[src/logic/fps_pkg.sv]
/*
  Package for the framer phase status and control block: register offsets,
  bit positions, reset values, count limits, carrier types, decode helpers.
  Assumes an 8-bit per-framer register offset space.
*/
package fps_pkg;

  // Register offsets within one framer
  localparam logic [7:0] FPS_OFS_SOFT_RESET = 8'h0d;
  localparam logic [7:0] FPS_OFS_PHASE_LOW  = 8'h0e;
  localparam logic [7:0] FPS_OFS_PHASE_HIGH = 8'h0f;
  localparam logic [7:0] FPS_OFS_RECOVERY   = 8'h10;

  // Field positions
  localparam int FPS_BIT_SOFT_RESET = 0;
  localparam int FPS_BIT_AMI        = 7;
  localparam int FPS_BIT_ALG_SEL    = 2;
  localparam int FPS_BIT_FRAME      = 0;

  // Reset values
  localparam logic FPS_RST_SOFT_RESET = 1'b0;
  localparam logic FPS_RST_AMI        = 1'b0;
  localparam logic FPS_RST_ALG_SEL    = 1'b0;

  // Last count position of a 125 us system frame
  localparam logic [7:0] FPS_COUNT_MAX_2M  = 8'hff;
  localparam logic [7:0] FPS_COUNT_MAX_1M5 = 8'hc0;

  // Nine-bit phase word
  typedef struct packed {
    logic       frame_bit;
    logic [7:0] count;
  } fps_phase_t;

  // Recovery configuration
  typedef struct packed {
    logic ami;
    logic alg_sel;
  } fps_cfg_t;

  // Top region of the channel field: 11X or 1X1
  function automatic logic fps_top_region(input logic [2:0] v);
    return v[2] & (v[1] | v[0]);
  endfunction

  // Frame bit flips when two captures straddle the frame edge
  function automatic logic fps_frame_toggle(input logic [2:0] prev,
                                            input logic [2:0] cur);
    return ((prev == 3'h0) && fps_top_region(cur)) ||
           (fps_top_region(prev) && (cur == 3'h0));
  endfunction

  // Either phase word address
  function automatic logic fps_is_phase_addr(input logic [7:0] a);
    return (a == FPS_OFS_PHASE_LOW) || (a == FPS_OFS_PHASE_HIGH);
  endfunction

  // Last count position for the selected backplane rate
  function automatic logic [7:0] fps_count_max(input logic mode_2m);
    return mode_2m ? FPS_COUNT_MAX_2M : FPS_COUNT_MAX_1M5;
  endfunction

endpackage

[src/logic/fps_phase_counter.sv]
/*
  Backplane position counter: bit and channel position inside the
  system frame, clocked by sampled edges of the backplane receive clock.
  Assumes the backplane clock and frame pulse are synchronous to clk.
*/
`timescale 1ns/10ps
module fps_phase_counter (
  input  wire logic       clk,            // System clock
  input  wire logic       rst_n,          // Async reset, active low
  input  wire logic       hold,           // Standby, keeps counter idle
  input  wire logic       mode_2m,        // 1: 2.048 MHz, 0: 1.544 MHz
  input  wire logic       bp_clk,         // Backplane receive clock
  input  wire logic       bp_frame_pulse, // System frame pulse
  output logic [7:0]      count           // Position in system frame
);
  import fps_pkg::*;

  logic       bp_clk_d;
  logic       bp_edge;
  logic [7:0] next_count;

  assign bp_edge = bp_clk & ~bp_clk_d;

  ////////////////////////////////////////////////////////////////////////
  // One step per backplane clock, wrap at end of frame
  always_comb begin
    next_count = count;
    if (hold) begin
      next_count = 8'h00;
    end else if (bp_edge) begin
      // Wrap also from above the limit if the rate changed mid-frame
      if (bp_frame_pulse || (count >= fps_count_max(mode_2m))) begin
        next_count = 8'h00;
      end else begin
        next_count = 8'(count + 8'h01);
      end
    end
  end

  always_ff @(posedge clk or negedge rst_n) begin
    if (!rst_n) begin
      count    <= 8'h00;
      bp_clk_d <= 1'b0;
    end else begin
      count    <= next_count;
      bp_clk_d <= bp_clk;
    end
  end

  ////////////////////////////////////////////////////////////////////////
  AST_COUNT_RANGE: assert property (@(posedge clk) disable iff (!rst_n)
    count <= fps_count_max(mode_2m))
    else $error("phase count beyond frame end");

  AST_COUNT_STEP: assert property (@(posedge clk) disable iff (!rst_n)
    bp_edge && !hold && !bp_frame_pulse && count < fps_count_max(mode_2m)
    |=> count == 8'($past(count) + 8'h01))
    else $error("phase count did not advance");

endmodule // fps_phase_counter

[src/logic/fps_phase_capture.sv]
/*
  Phase word capture: latches the backplane position at each line frame
  pulse, keeps the frame bit, and holds a readable copy while frozen.
  Assumes the line frame pulse is synchronous to clk.
*/
`timescale 1ns/10ps
module fps_phase_capture (
  input  wire logic         clk,        // System clock
  input  wire logic         rst_n,      // Async reset, active low
  input  wire logic         hold,       // Standby, clears the word
  input  wire logic [7:0]   count,      // Backplane position
  input  wire logic         line_pulse, // Line frame pulse
  input  wire logic         frozen,     // Readable copy frozen
  output fps_pkg::fps_phase_t held      // Readable phase word
);
  import fps_pkg::*;

  logic       line_d;
  logic       line_edge;
  fps_phase_t live;
  fps_phase_t next_live;
  fps_phase_t next_held;

  assign line_edge = line_pulse & ~line_d;

  ////////////////////////////////////////////////////////////////////////
  // Live word tracks every pulse so a frame edge is never missed,
  // even while software has the readable copy frozen
  always_comb begin
    next_live = live;
    next_held = held;
    if (hold) begin
      next_live = '0;
      next_held = '0;
    end else if (line_edge) begin
      next_live.count     = count;
      next_live.frame_bit = live.frame_bit ^
        fps_frame_toggle(live.count[7:5], count[7:5]);
      if (!frozen) begin
        next_held = next_live;
      end
    end
  end

  always_ff @(posedge clk or negedge rst_n) begin
    if (!rst_n) begin
      live   <= '0;
      held   <= '0;
      line_d <= 1'b0;
    end else begin
      live   <= next_live;
      held   <= next_held;
      line_d <= line_pulse;
    end
  end

  ////////////////////////////////////////////////////////////////////////
  AST_CAPTURE: assert property (@(posedge clk) disable iff (!rst_n)
    line_edge && !hold |=> live.count == $past(count))
    else $error("captured phase differs from position");

  AST_TOGGLE: assert property (@(posedge clk) disable iff (!rst_n)
    line_edge && !hold |=> live.frame_bit == ($past(live.frame_bit) ^
      fps_frame_toggle($past(live.count[7:5]), $past(count[7:5]))))
    else $error("frame bit wrong after capture");

  AST_REFRESH: assert property (@(posedge clk) disable iff (!rst_n)
    line_edge && !hold && !frozen |=> held == live)
    else $error("readable word not refreshed");

  AST_FROZEN: assert property (@(posedge clk) disable iff (!rst_n)
    frozen && !hold |=> $stable(held))
    else $error("frozen word changed");

endmodule // fps_phase_capture

[src/logic/fps_framer_phase_status_control.sv]
/*
  Per-framer control and status: software reset and standby, phase
  status word with freeze and release, recovery configuration bits.
  Assumes a register port with one-cycle strobes, read data one cycle
  later, and backplane and line timing synchronous to clk.
  The port never stalls and its two strobes are never high together.
  Only the offset within one framer arrives here; the framer select
  is decoded outside this block.
  The backplane rate should change only while the position counter is
  below the 1.544 MHz limit, or the range check will flag it.
*/
// Function
// - Software reset bit set keeps the framer held in reset
// - Reset bit never clears itself; only a written zero or a hardware reset releases it
// - Hardware reset clears the software reset bit
// - Framer in software reset sits idle in low-power standby
// - Backplane clock drives timing; mode bit picks 2.048 or 1.544 MHz
// - Low phase byte counts backplane clocks, 0-255 or 0-192
// - Count bits 7:3 give channel, bits 2:0 give bit in channel
// - Captured value is the position at the line frame pulse
// - Faster line clock gives falling values, slower gives rising
// - Ninth bit toggles only between 000 and 11X or 1X1
// - Both phase registers refresh each line frame pulse unless frozen
// - Writing either phase address freezes the word
// - Reading the low phase byte releases the freeze
// - Line-code bit 7 picks AMI when 1, B8ZS when 0
// - Bit 2 picks recovery algorithm, above or below 20 kHz
`timescale 1ns/10ps
module fps_framer_phase_status_control (
  input  wire logic       clk,                  // System clock, 25 MHz
  input  wire logic       rst_n,                // Async reset, active low

  input  wire logic [7:0] addr,                 // Register offset
  input  wire logic [7:0] wr_data,              // Write data
  input  wire logic       wr_strobe,            // Write strobe
  input  wire logic       rd_strobe,            // Read strobe
  output logic [7:0]      rd_data,              // Read data, next cycle

  input  wire logic       backplane_2m_select,  // Backplane rate select
  input  wire logic       backplane_receive_clock, // Backplane clock
  input  wire logic       backplane_frame_pulse,   // System frame pulse
  input  wire logic       line_frame_pulse,     // Line frame pulse

  output logic            framer_standby,       // Framer held in reset
  output logic            ami_line_code_select, // 1: AMI, 0: B8ZS
  output logic            recovery_algorithm_select, // Recovery algorithm
  output logic            phase_frozen          // Phase word frozen
);
  import fps_pkg::*;

  ////////////////////////////////////////////////////////////////////////
  // Declarations

  // Control state and its next values
  logic       soft_reset;
  logic       next_soft_reset;
  fps_cfg_t   cfg;
  fps_cfg_t   next_cfg;
  logic       frozen;
  logic       next_frozen;
  logic       mode_2m;
  logic [7:0] next_rd_data;

  // Phase path between the two submodules
  logic [7:0] bp_count;
  fps_phase_t held;

  // Strobes qualified by offset
  logic       wr_reset;
  logic       wr_recovery;
  logic       wr_phase;
  logic       rd_phase_low;
  logic       rd_unmapped;

  ////////////////////////////////////////////////////////////////////////
  // Address decode

  // Any offset this block answers; others read as zero
  function automatic logic is_mapped(input logic [7:0] a);
    return (a == FPS_OFS_SOFT_RESET) || (a == FPS_OFS_RECOVERY) ||
           fps_is_phase_addr(a);
  endfunction

  assign wr_reset     = wr_strobe && (addr == FPS_OFS_SOFT_RESET);
  assign wr_recovery  = wr_strobe && (addr == FPS_OFS_RECOVERY);
  assign wr_phase     = wr_strobe && fps_is_phase_addr(addr);
  assign rd_phase_low = rd_strobe && (addr == FPS_OFS_PHASE_LOW);
  assign rd_unmapped  = rd_strobe && !is_mapped(addr);

  ////////////////////////////////////////////////////////////////////////
  // Control register next values
  // A written zero or a hardware reset ends standby; the freeze flag and
  // the configuration are kept through standby

  always_comb begin
    next_soft_reset = soft_reset;
    next_cfg        = cfg;
    next_frozen     = frozen;

    // Only a software write moves the bit, never the framer itself
    if (wr_reset) begin
      next_soft_reset = wr_data[FPS_BIT_SOFT_RESET];
    end

    // Configuration survives standby so setup is not lost
    if (wr_recovery) begin
      next_cfg.ami     = wr_data[FPS_BIT_AMI];
      next_cfg.alg_sel = wr_data[FPS_BIT_ALG_SEL];
    end

    // Freeze set by any phase write, data value unused;
    // release on low byte read, so high byte must be read first
    if (wr_phase) begin
      next_frozen = 1'b1;
    end else if (rd_phase_low) begin
      next_frozen = 1'b0;
    end
  end

  ////////////////////////////////////////////////////////////////////////
  // Read data mux; unmapped offsets and unused bits read as zero
  // Registered, so a read never loads the port combinationally

  always_comb begin
    next_rd_data = 8'h00;
    if (rd_strobe) begin
      case (addr)
        FPS_OFS_SOFT_RESET: begin
          next_rd_data[FPS_BIT_SOFT_RESET] = soft_reset;
        end
        FPS_OFS_PHASE_LOW: begin
          next_rd_data = held.count;
        end
        FPS_OFS_PHASE_HIGH: begin
          next_rd_data[FPS_BIT_FRAME] = held.frame_bit;
        end
        FPS_OFS_RECOVERY: begin
          next_rd_data[FPS_BIT_AMI]     = cfg.ami;
          next_rd_data[FPS_BIT_ALG_SEL] = cfg.alg_sel;
        end
        default: begin
          next_rd_data = 8'h00;
        end
      endcase
    end
  end

  ////////////////////////////////////////////////////////////////////////
  // Registers; hardware reset clears software reset too
  // Outputs load from the next values, so they come straight from
  // flip-flops yet change on the same edge as the state they mirror

  always_ff @(posedge clk or negedge rst_n) begin
    if (!rst_n) begin
      soft_reset                <= FPS_RST_SOFT_RESET;
      cfg.ami                   <= FPS_RST_AMI;
      cfg.alg_sel               <= FPS_RST_ALG_SEL;
      frozen                    <= 1'b0;
      mode_2m                   <= 1'b0;
      rd_data                   <= 8'h00;
      framer_standby            <= 1'b0;
      ami_line_code_select      <= 1'b0;
      recovery_algorithm_select <= 1'b0;
      phase_frozen              <= 1'b0;
    end else begin
      soft_reset                <= next_soft_reset;
      cfg                       <= next_cfg;
      frozen                    <= next_frozen;
      mode_2m                   <= backplane_2m_select;
      rd_data                   <= next_rd_data;
      framer_standby            <= next_soft_reset;
      ami_line_code_select      <= next_cfg.ami;
      recovery_algorithm_select <= next_cfg.alg_sel;
      phase_frozen              <= next_frozen;
    end
  end

  ////////////////////////////////////////////////////////////////////////
  // Phase measurement; held idle in standby to save power
  // Both submodules clear every cycle of standby and stay quiet
  // until the framer is released

  fps_phase_counter u_counter (
    .clk            (clk),
    .rst_n          (rst_n),
    .hold           (soft_reset),
    .mode_2m        (mode_2m),
    .bp_clk         (backplane_receive_clock),
    .bp_frame_pulse (backplane_frame_pulse),
    .count          (bp_count)
  );

  fps_phase_capture u_capture (
    .clk        (clk),
    .rst_n      (rst_n),
    .hold       (soft_reset),
    .count      (bp_count),
    .line_pulse (line_frame_pulse),
    .frozen     (frozen),
    .held       (held)
  );

  ////////////////////////////////////////////////////////////////////////
  // Checks

  AST_RESET_WRITE: assert property (@(posedge clk) disable iff (!rst_n)
    wr_reset |=> framer_standby == $past(wr_data[FPS_BIT_SOFT_RESET]))
    else $error("standby does not follow written reset bit");

  AST_RESET_STICKY: assert property (@(posedge clk) disable iff (!rst_n)
    !wr_reset |=> $stable(framer_standby))
    else $error("software reset bit changed on its own");

  AST_HW_RESET: assert property (@(posedge clk)
    $rose(rst_n) |-> !framer_standby && !soft_reset)
    else $error("software reset set after hardware reset");

  AST_STANDBY_IDLE: assert property (@(posedge clk) disable iff (!rst_n)
    soft_reset ##1 soft_reset |-> bp_count == 8'h00 && held == '0)
    else $error("framer logic active in standby");

  AST_FREEZE: assert property (@(posedge clk) disable iff (!rst_n)
    wr_phase |=> phase_frozen ##1 (phase_frozen || $past(rd_phase_low)))
    else $error("phase write did not freeze");

  AST_RELEASE: assert property (@(posedge clk) disable iff (!rst_n)
    rd_phase_low && !wr_phase |=> !phase_frozen)
    else $error("low byte read did not release freeze");

  AST_READ_LOW: assert property (@(posedge clk) disable iff (!rst_n)
    rd_phase_low |=> rd_data == $past(held.count))
    else $error("low byte read mismatch");

  AST_READ_HIGH: assert property (@(posedge clk) disable iff (!rst_n)
    rd_strobe && addr == FPS_OFS_PHASE_HIGH
    |=> rd_data == {7'h00, $past(held.frame_bit)})
    else $error("high byte read mismatch");

  AST_AMI: assert property (@(posedge clk) disable iff (!rst_n)
    wr_recovery |=> ami_line_code_select == $past(wr_data[FPS_BIT_AMI]))
    else $error("line code select not updated");

  AST_ALG: assert property (@(posedge clk) disable iff (!rst_n)
    wr_recovery |=> recovery_algorithm_select ==
      $past(wr_data[FPS_BIT_ALG_SEL]) ##1 $stable(recovery_algorithm_select)
      || $past(wr_recovery))
    else $error("algorithm select not updated or not held");

  AST_PHASE_WRITE: assert property (@(posedge clk) disable iff (!rst_n)
    wr_phase && !soft_reset |=> $stable(soft_reset) && $stable(cfg))
    else $error("phase write disturbed other registers");

  AST_READ_ONE_CYCLE: assert property (@(posedge clk) disable iff (!rst_n)
    !rd_strobe |=> rd_data == 8'h00)
    else $error("read data stands beyond its cycle");

  // Read-back of the control registers and of unmapped offsets
  AST_RD_RESET: assert property (@(posedge clk) disable iff (!rst_n)
    rd_strobe && addr == FPS_OFS_SOFT_RESET
    |=> rd_data == {7'h00, $past(soft_reset)})
    else $error("reset bit read mismatch");

  AST_RD_RECOVERY: assert property (@(posedge clk) disable iff (!rst_n)
    rd_strobe && addr == FPS_OFS_RECOVERY
    |=> rd_data[FPS_BIT_AMI] == $past(cfg.ami) &&
        rd_data[FPS_BIT_ALG_SEL] == $past(cfg.alg_sel))
    else $error("recovery configuration read mismatch");

  AST_RD_UNMAPPED: assert property (@(posedge clk) disable iff (!rst_n)
    rd_unmapped |=> rd_data == 8'h00)
    else $error("unmapped offset read nonzero");

  // Control outputs hold between writes
  AST_CFG_HOLD: assert property (@(posedge clk) disable iff (!rst_n)
    !wr_recovery |=> $stable(ami_line_code_select) &&
      $stable(recovery_algorithm_select))
    else $error("configuration changed without a write");

  AST_STANDBY_KEPT: assert property (@(posedge clk) disable iff (!rst_n)
    soft_reset && !wr_reset |=> framer_standby)
    else $error("framer left standby without a write");

  AST_RELEASE_WRITE: assert property (@(posedge clk) disable iff (!rst_n)
    wr_reset && !wr_data[FPS_BIT_SOFT_RESET] |=> !framer_standby)
    else $error("written zero did not release the framer");

  AST_PHASE_OUTS: assert property (@(posedge clk) disable iff (!rst_n)
    wr_phase |=> $stable(framer_standby) && $stable(ami_line_code_select))
    else $error("phase write moved a control output");

  // Freeze flag and frozen word
  AST_FREEZE_HOLD: assert property (@(posedge clk) disable iff (!rst_n)
    !wr_phase && !rd_phase_low |=> $stable(phase_frozen))
    else $error("freeze flag moved without a phase access");

  AST_WORD_FROZEN: assert property (@(posedge clk) disable iff (!rst_n)
    phase_frozen && !soft_reset |=> $stable(held))
    else $error("frozen phase word changed");

  // Standby reads back a cleared phase word
  AST_STANDBY_LOW: assert property (@(posedge clk) disable iff (!rst_n)
    soft_reset && $past(soft_reset) && rd_phase_low |=> rd_data == 8'h00)
    else $error("phase low byte not cleared in standby");

  AST_STANDBY_HIGH: assert property (@(posedge clk) disable iff (!rst_n)
    soft_reset && $past(soft_reset) && rd_strobe && addr == FPS_OFS_PHASE_HIGH
    |=> rd_data == 8'h00)
    else $error("phase high byte not cleared in standby");

  AST_HW_RESET_OUTS: assert property (@(posedge clk)
    $rose(rst_n) |-> !phase_frozen && !ami_line_code_select && rd_data == 8'h00)
    else $error("outputs not cleared by hardware reset");

endmodule // fps_framer_phase_status_control

[config.mk]
export PLATFORM = sky130hd
export DESIGN_NAME = fps_framer_phase_status_control
export DESIGN_NICKNAME = d
export VERILOG_FILES = /design/src/logic/fps_pkg.sv /design/src/logic/fps_phase_counter.sv /design/src/logic/fps_phase_capture.sv /design/src/logic/fps_framer_phase_status_control.sv
export SDC_FILE = /design/constraint.sdc
export NUM_CORES = 1
export LEC_CHECK = 0
export BUFFER_PORTS_ARGS = -buffer_cell sky130_fd_sc_hd__clkbuf_2
export CORE_MARGIN = 3
export CORE_UTILIZATION = 54
export DETAILED_ROUTE_END_ITERATION = 8
export GPL_TIMING_DRIVEN = 0
export PLACE_DENSITY = 0.83
export SLEW_MARGIN = 20
export SYNTH_ARGS = -nofsm -noshare
export SYNTH_HDL_FRONTEND = slang
export SYNTH_SLANG_ARGS = --single-unit
[constraint.sdc]
create_clock -name clk -period 2.08 [get_ports clk]
set_clock_uncertainty 0.15 [all_clocks]
set_input_delay 0.416 -clock clk [delete_from_list [all_inputs] [get_ports clk]]
set_output_delay 0.416 -clock clk [all_outputs]
set_load 0.02 [all_outputs]
==> results of run 1 <==
-- routing by layer --
metal / track usage [%] / wire, um
met1: 26.11 / 1613
met2: 35.15 / 1914
met3: 6.835 / 238
met4: 11.02 / 112
met5: 0 / 0
-- how the worst max path moves through the flow --
| stage | from | endpoint | slack (ns) | cells after the start |
|---|---|---|---|---|
| finish | mode_2m$_DFF_PN0_ | u_counter.count[2]$_DFFE_PN0P_ | 0.06 | 6 |
| global route | mode_2m$_DFF_PN0_ | u_counter.count[2]$_DFFE_PN0P_ | -0.05 | 6 |
| CTS | mode_2m$_DFF_PN0_ | u_counter.count[0]$_DFFE_PN0P_ | 0.007 | 6 |
| detailed placement | mode_2m$_DFF_PN0_ | u_counter.count[0]$_DFFE_PN0P_ | -0.12 | 6 |
| global placement | mode_2m$_DFF_PN0_ | u_counter.count[0]$_DFFE_PN0P_ | 0.05 | 6 |
| floorplan | mode_2m$_DFF_PN0_ | u_counter.count[0]$_DFFE_PN0P_ | 0.17 | 6 |
-- layout by cell type (no fill, tap or decap), drive strengths merged, types with 4 or more instances in the layout --
cell type  instances
o21ai             16
and2               6
a21oi             11
ha                 7
inv                4
clkbuf            42
xor2               6
nor2               7
mux2               4
a211oi             5
and3               4
nand2             16
dfrtp             36
o2111ai            4
-- cell type report --
cell class	instances	area [um^2]	area share, %
timing repair buffer	31	157.7	7.632
tap	42	52.55	2.544
inverter	4	15.01	0.7268
sequential	36	902.1	43.67
buffer	8	38.79	1.878
clock inverter	3	42.54	2.059
multi-input combinational	115	819.5	39.67
clock buffer	5	37.54	1.817
-- what timing repair did --
action                                  in CTS  in global routing
buffers inserted                             0                  1
pin swaps                                    0                  1
resized for setup                            3                  5
endpoints found under the setup margin       6                 16
hold buffers                                 0                  0
-- state kept, by name, summed over array words and instances (netlist names) --
signal,count
u_capture.line_d,1
u_capture.held,9
soft_reset,1
rd_data,8
mode_2m,1
u_counter.bp_clk_d,1
u_counter.count,8
frozen,1
u_capture.live,4
cfg,2
-- metrics by stage --
stage | cells | area, um^2 | TNS, ns
after global routing | 244 | 2066 | -0.1573
after floorplan | 163 | 1743 | 0
after CTS | 243 | 2042 | 0
after global placement | 235 | 1946 | 0
final | 244 | 2066 | 0
after detailed placement | 235 | 1946 | -0.1657
-- power by group --
part | internal, mW | switching, mW
logic | 0.0878 | 0.121
registers | 0.733 | 0.0317
clock network | 0.250 | 0.237
-- logic make-up (layout without fill, tap and decap cells) --
logic type      Yosys count  in the layout  synth area share [%]
xor+xnor                  6              6                 3.015
simple gates             49             49                 15.79
flops                    36             36                 51.69
compound gates           46             46                 17.16
mux                       7              7                 4.307
buf+inv                  12             51                 3.014
fa+ha+maj                 7              7                 5.025
==> metrics.txt, run 1 <==
run status finished, final reports clean; Yosys warning count 0; max-slew violations 0; maximum clock insertion buffer count 2; antenna cells 0; post-synth design cell area 1743 um^2; CTS tree done; Slowest cell on crit path dfrtp_1; RSZ-0062 raised after global routing true; Commonest cells post-synth dfrtp_1 (36), nand2_1 (16), o21ai_0 (15); Final ANT Viol Nets 0; Max-Cap Viols 0; I/O Buffers 30; ys flop type dfrtp_1; r2r worst-path depth 6; Hold Violations, Final 0; DR DRC count 0; post-synthesis cell count 163; Worst Setup End Kind flop; vias post-DR roughly 1.4k; vias in the first global route ~1.5k; crit path max fanout 6; CP delay by family, top compound AO/OA/AOI/OAI gates; Final HPWL DP approximately 2800 um; WS Path Type reg2reg; Reg-to-Reg End u_counter.count[2]$_DFFE_PN0P_; number of CTS-inserted buffers 5; CP bufs+invs 1; Setup-failing EPs final 0; Total GRT Usage 21.76%; Fin Hold WS 0.005807 ns; starting density of the core between 50% and 60%; depth of the CTS H-tree 2; Worst EP required 2.17 ns; post-synthesis sequential area ratio ~52%; Final WS setup roughly 0.056 ns; Vias per Instance about 5.9; Syn Nets 194; count leader, synth dfrtp_1; Area contributors post-synth dfrtp_1 (52%), ha_1 (5.0%), o21ai_0 (4.3%); FF-to-FF Start mode_2m$_DFF_PN0_; peak supply drop roughly 0.5 mV; final WL a little under 4000 um; Clock Pin Slew Worst Setup and Hold Paths between 0.1 and 0.15 ns; area leader, netlist dfrtp_1; chip height 62.81 um; fin util roughly 71%; Crit path largest cell delay 0.37 ns; Worst setup SP type flop; CTS Sinks 36; #FFs+latches synth 36; top cell type's share of synthesized area between 50% and 60%; Iteration-0 DRC Markers 71; Hold Crit Class in2async; grt ovf 0; syn avg cell area between 10 and 15 um^2; nets roughly 230; row count 19; worst slew pin tran approximately 0.85 ns; fillers approximately 230; first-pass GRT wire length 6644 um; largest net degree at the start of global routing 37; Core ar. ~2900 um^2; flop2flop setup slack ~0.056 ns; initial antenna violation count 0; cell leakage power around 1.0 nW; pwr/cell area around 710 nW/um^2; Design Power approximately 1.5 mW; DIE WIDTH about 63 um; share of cells above drive strength 1 a little over a quarter; worst rel slew slack a little over two fifths; ys async rst share between 90% and 100%; CP arrival between 2 and 2.5 ns; Root Buffer Master clkbuf_4; worst skew pair latency 0.35 ns; Post-synth EDFFs 0; placer congestion estimate slightly above 0.8; Area growth syn-to-layout 18.52%; routed len/inst approximately 16 um; cells along the critical path inv_2 > ha_1 > a211o_1 > a31oi_4 > o21ai_2 > a211oi_1; Final min period approximately 2 ns; Peak Freq between 400 and 500 MHz; Place WS -0.1213 ns; Ports 36; crit share post-route 97.33%; die footprint between 3000 and 4000 um^2; Cell variety after synth 38; Pre-antenna DRT Iters 5
(Power assumes the default switching activity.)
==> inputs of run 2 (changes only) <==
- ABC_AREA: default -> 1
- GPL_ROUTABILITY_DRIVEN: default -> 0
- MAX_ROUTING_LAYER: default -> met4
- PLACE_DENSITY: 0.83 -> 0.82
==> run 2 against run 1 <==
Net effect:
- sequential cell count stayed put
- first-iteration DRC count is 13% higher
- global-route usage is 2.6 points lower
- worst setup slack better by 0.18 ns
- sequential share of layout area is 1.6 points lower
- largest power group unchanged
==> metrics.txt, run 2 <==
run status finished, final reports clean; ys async rst share 100.0%; initial antenna violation count 0; number of CTS-inserted buffers 5; FF-to-FF Start u_counter.count[0]$_DFFE_PN0P_; placed cell count between 300 and 400; fin util 67.40%; Cell variety after synth 21; commonest non-fill, non-tap cells in the layout nand2_1 (70), dfrtp_1 (36), inv_1 (33), clkbuf_2 (30), nor2_1 (29); Resize count post-CTS 0; most common cell after layout, fill and taps aside nand2_1; maximum clock insertion buffer count 2; Worst setup SP type flop; NetSw between 0.3 and 0.4 mW; row count 20; met3 Track Usage GR 5.026%; Slowest cell on crit path dfrtp_1; nets 304; routed len/inst 10.92 um; Setup-failing EPs final 0; CP endpoint u_counter.count[4]$_DFFE_PN0P_; fillers just under 300; first-pass GRT wire length roughly 6100 um; CTS Sinks 36; max reg flops 9; Reg power frac 60.1%; RSZ-0062 raised after global routing false; Hold Crit Class in2async; grt ovf 0; busiest grt layer met2; Iteration-0 DRC Markers 80; CP arrival a little under 2 ns; DIE WIDTH approximately 65 um; max-slew violations 0; Final min period between 1.5 and 2 ns; P_int roughly 0.87 mW; Clock Pin Slew Worst Setup and Hold Paths 0.12 ns; post-synth design cell area approximately 1900 um^2; WS Path Type reg2reg; met2 global-route usage slightly above 30%; Area contributors post-synth dfrtp_1 (48%), nand2_1 (14%), inv_1 (6.6%); Worst Setup End Kind flop; Sw Share 26.75%; depth of the CTS H-tree 2; Vias per Instance slightly below 5; clock power share 31.2%; Commonest cells post-synth nand2_1 (70), dfrtp_1 (36), inv_1 (33); Comb pwr share between 8 and 9%; Total GRT Usage 19.13%; die footprint between 4000 and 5000 um^2; flop2flop setup slack 0.23 ns; chip height 64.86 um; starting density of the core about 59%; Final HPWL DP ~2600 um; crit path from u_counter.count[0]$_DFFE_PN0P_; Post-synth EDFFs 0; Root Buffer Master clkbuf_4; Non-Filler Instances 318; Worst EP required 2.21 ns; Pre-antenna DRT Iters 4; vias post-DR around 1.6k; GR Util met1 23.68%; Area growth syn-to-layout 14.51%; TNS Setup 0 ns; Hold Violations, Final 0; area leader, netlist dfrtp_1; Peak Freq about 540 MHz; antenna cells 0; crit path max fanout 8; cell leakage power around 1.2 nW; ys flop type dfrtp_1; Syn Nets between 200 and 300; I/O Buffers 30; Final ANT Viol Nets 0; largest net degree at the start of global routing 37; worst skew pair latency about 0.34 ns; vias in the first global route roughly 1.5k; Yosys warning count 0; DR DRC count 0; post-synthesis sequential area ratio between 40% and 50%; crit share post-route between 80% and 90%; cells along the critical path inv_1 > ha_1 > nand2_1 > nor2_1 > nor2_1 > nand2_1 > nand2_1 > nand2_1 > a21oi_1; worst rel slew slack 42.68%; syn avg cell area roughly 8.0 um^2; Crit path largest cell delay ~0.42 ns; Max-Cap Viols 0; Ports 36; Core ar. about 3200 um^2; Reg-to-Reg End u_counter.count[4]$_DFFE_PN0P_; #FFs+latches synth 36; worst slew pin tran around 0.86 ns; Critical Path Most Common Cell nand2_1; peak supply drop around 0.38 mV; count leader, synth nand2_1; largest registers u_capture.held x9, rd_data x8, u_counter.count x8; Reg with most FFs u_capture.held; post-synthesis cell count 235; r2r worst-path depth 9; top cell type's share of synthesized area about 48%; pwr/cell area between 500 and 600 nW/um^2; share of cells above drive strength 1 between 10% and 20%; final WL ~3500 um; CTS tree done
[run 2: changes by cell type in the layout (fill, tap and decap cells not counted), moves of 6 or more]
cell	delta
inv_1	+30
clkbuf_1	-6
nor2_1	+22
nand2_1	+54
nand3_1	+16
[run 2: cells by family after synthesis]
family | synth area share (%)
compound gates | 6.622
flops | 48.16
simple gates | 31.30
buf+inv | 8.294
xor+xnor | 0.9366
fa+ha+maj | 4.682
[run 2: through the flow]
stage | setup slack, ns | hold WS (ns) | total power [mW] | area [um^2]
floorplan | 0.5174 | -0.02959 | 0.7829 | 1871
global placement | 0.3038 | 0.3214 | 0.8307 | 2076
finish | 0.2332 | 0.005432 | 1.192 | 2142
CTS | 0.2064 | 0.003192 | 1.205 | 2132
global route | 0.05865 | 0.01489 | 1.258 | 2142
detailed placement | 0.2341 | 0.3135 | 0.8338 | 2076
[run 2: worst min-delay path by stage]
stage	from	end	slack, ns	depth (start not counted)
CTS	backplane_2m_select	mode_2m$_DFF_PN0_	0.003	1
detailed placement	u_capture.held[7]$_DFFE_PN0P_	u_capture.held[7]$_DFFE_PN0P_	0.31	2
global placement	u_capture.held[7]$_DFFE_PN0P_	u_capture.held[7]$_DFFE_PN0P_	0.32	2
global route	backplane_receive_clock	u_counter.bp_clk_d$_DFF_PN0_	0.01	1
floorplan	rst_n	cfg[0]$_DFFE_PN0P_	-0.03	0
finish	rst_n	u_counter.bp_clk_d$_DFF_PN0_	0.005	1
[run 2: timing repair]
action / CTS / global route
hold endpoints to repair: 0 / 1
hold buffers: 0 / 1
setup buffers: 0 / 0
[run 2: layout make-up]
class / instances / area [um^2] / share of cell area (%)
plain buffers: 2 / 25.02 / 1.168
multi-input cells: 163 / 814.5 / 38.03
repair buffers: 31 / 160.2 / 7.477
inverters: 34 / 130.1 / 6.075
clock inverters: 3 / 18.77 / 0.8762
clock buffers: 5 / 37.54 / 1.752
well taps: 44 / 55.05 / 2.570
flip-flops and latches: 36 / 900.9 / 42.06
[run 2: worst max-delay path, delay by kind of cell (launching register included)]
| family | cells | cell delay, ns |
|---|---|---|
| adder cells (fa/ha/maj) | 1 | 0.28 |
| flip-flops | 1 | 0.42 |
| AO/OA/AOI/OAI | 1 | 0.21 |
| buffers and inverters | 1 | 0.23 |
| AND/OR/NAND/NOR | 6 | 0.49 |
[run 2: layer usage]
layer	part of all wire, %	vias up	wire (um)
li1	-	824	-
met1	48	695	1676
met2	45	36	1558
met3	5.4	5	186
met4	1.4	0	50
met5	0	-	0
[run 2: power groups by stage]
stage	Clock, mW	Sequential, mW	Combinational [mW]
floorplan	0	0.735	0.0477
global placement	0	0.730	0.101
detailed placement	0	0.730	0.104
CTS	0.384	0.716	0.104
global route	0.419	0.718	0.120
finish	0.372	0.716	0.104
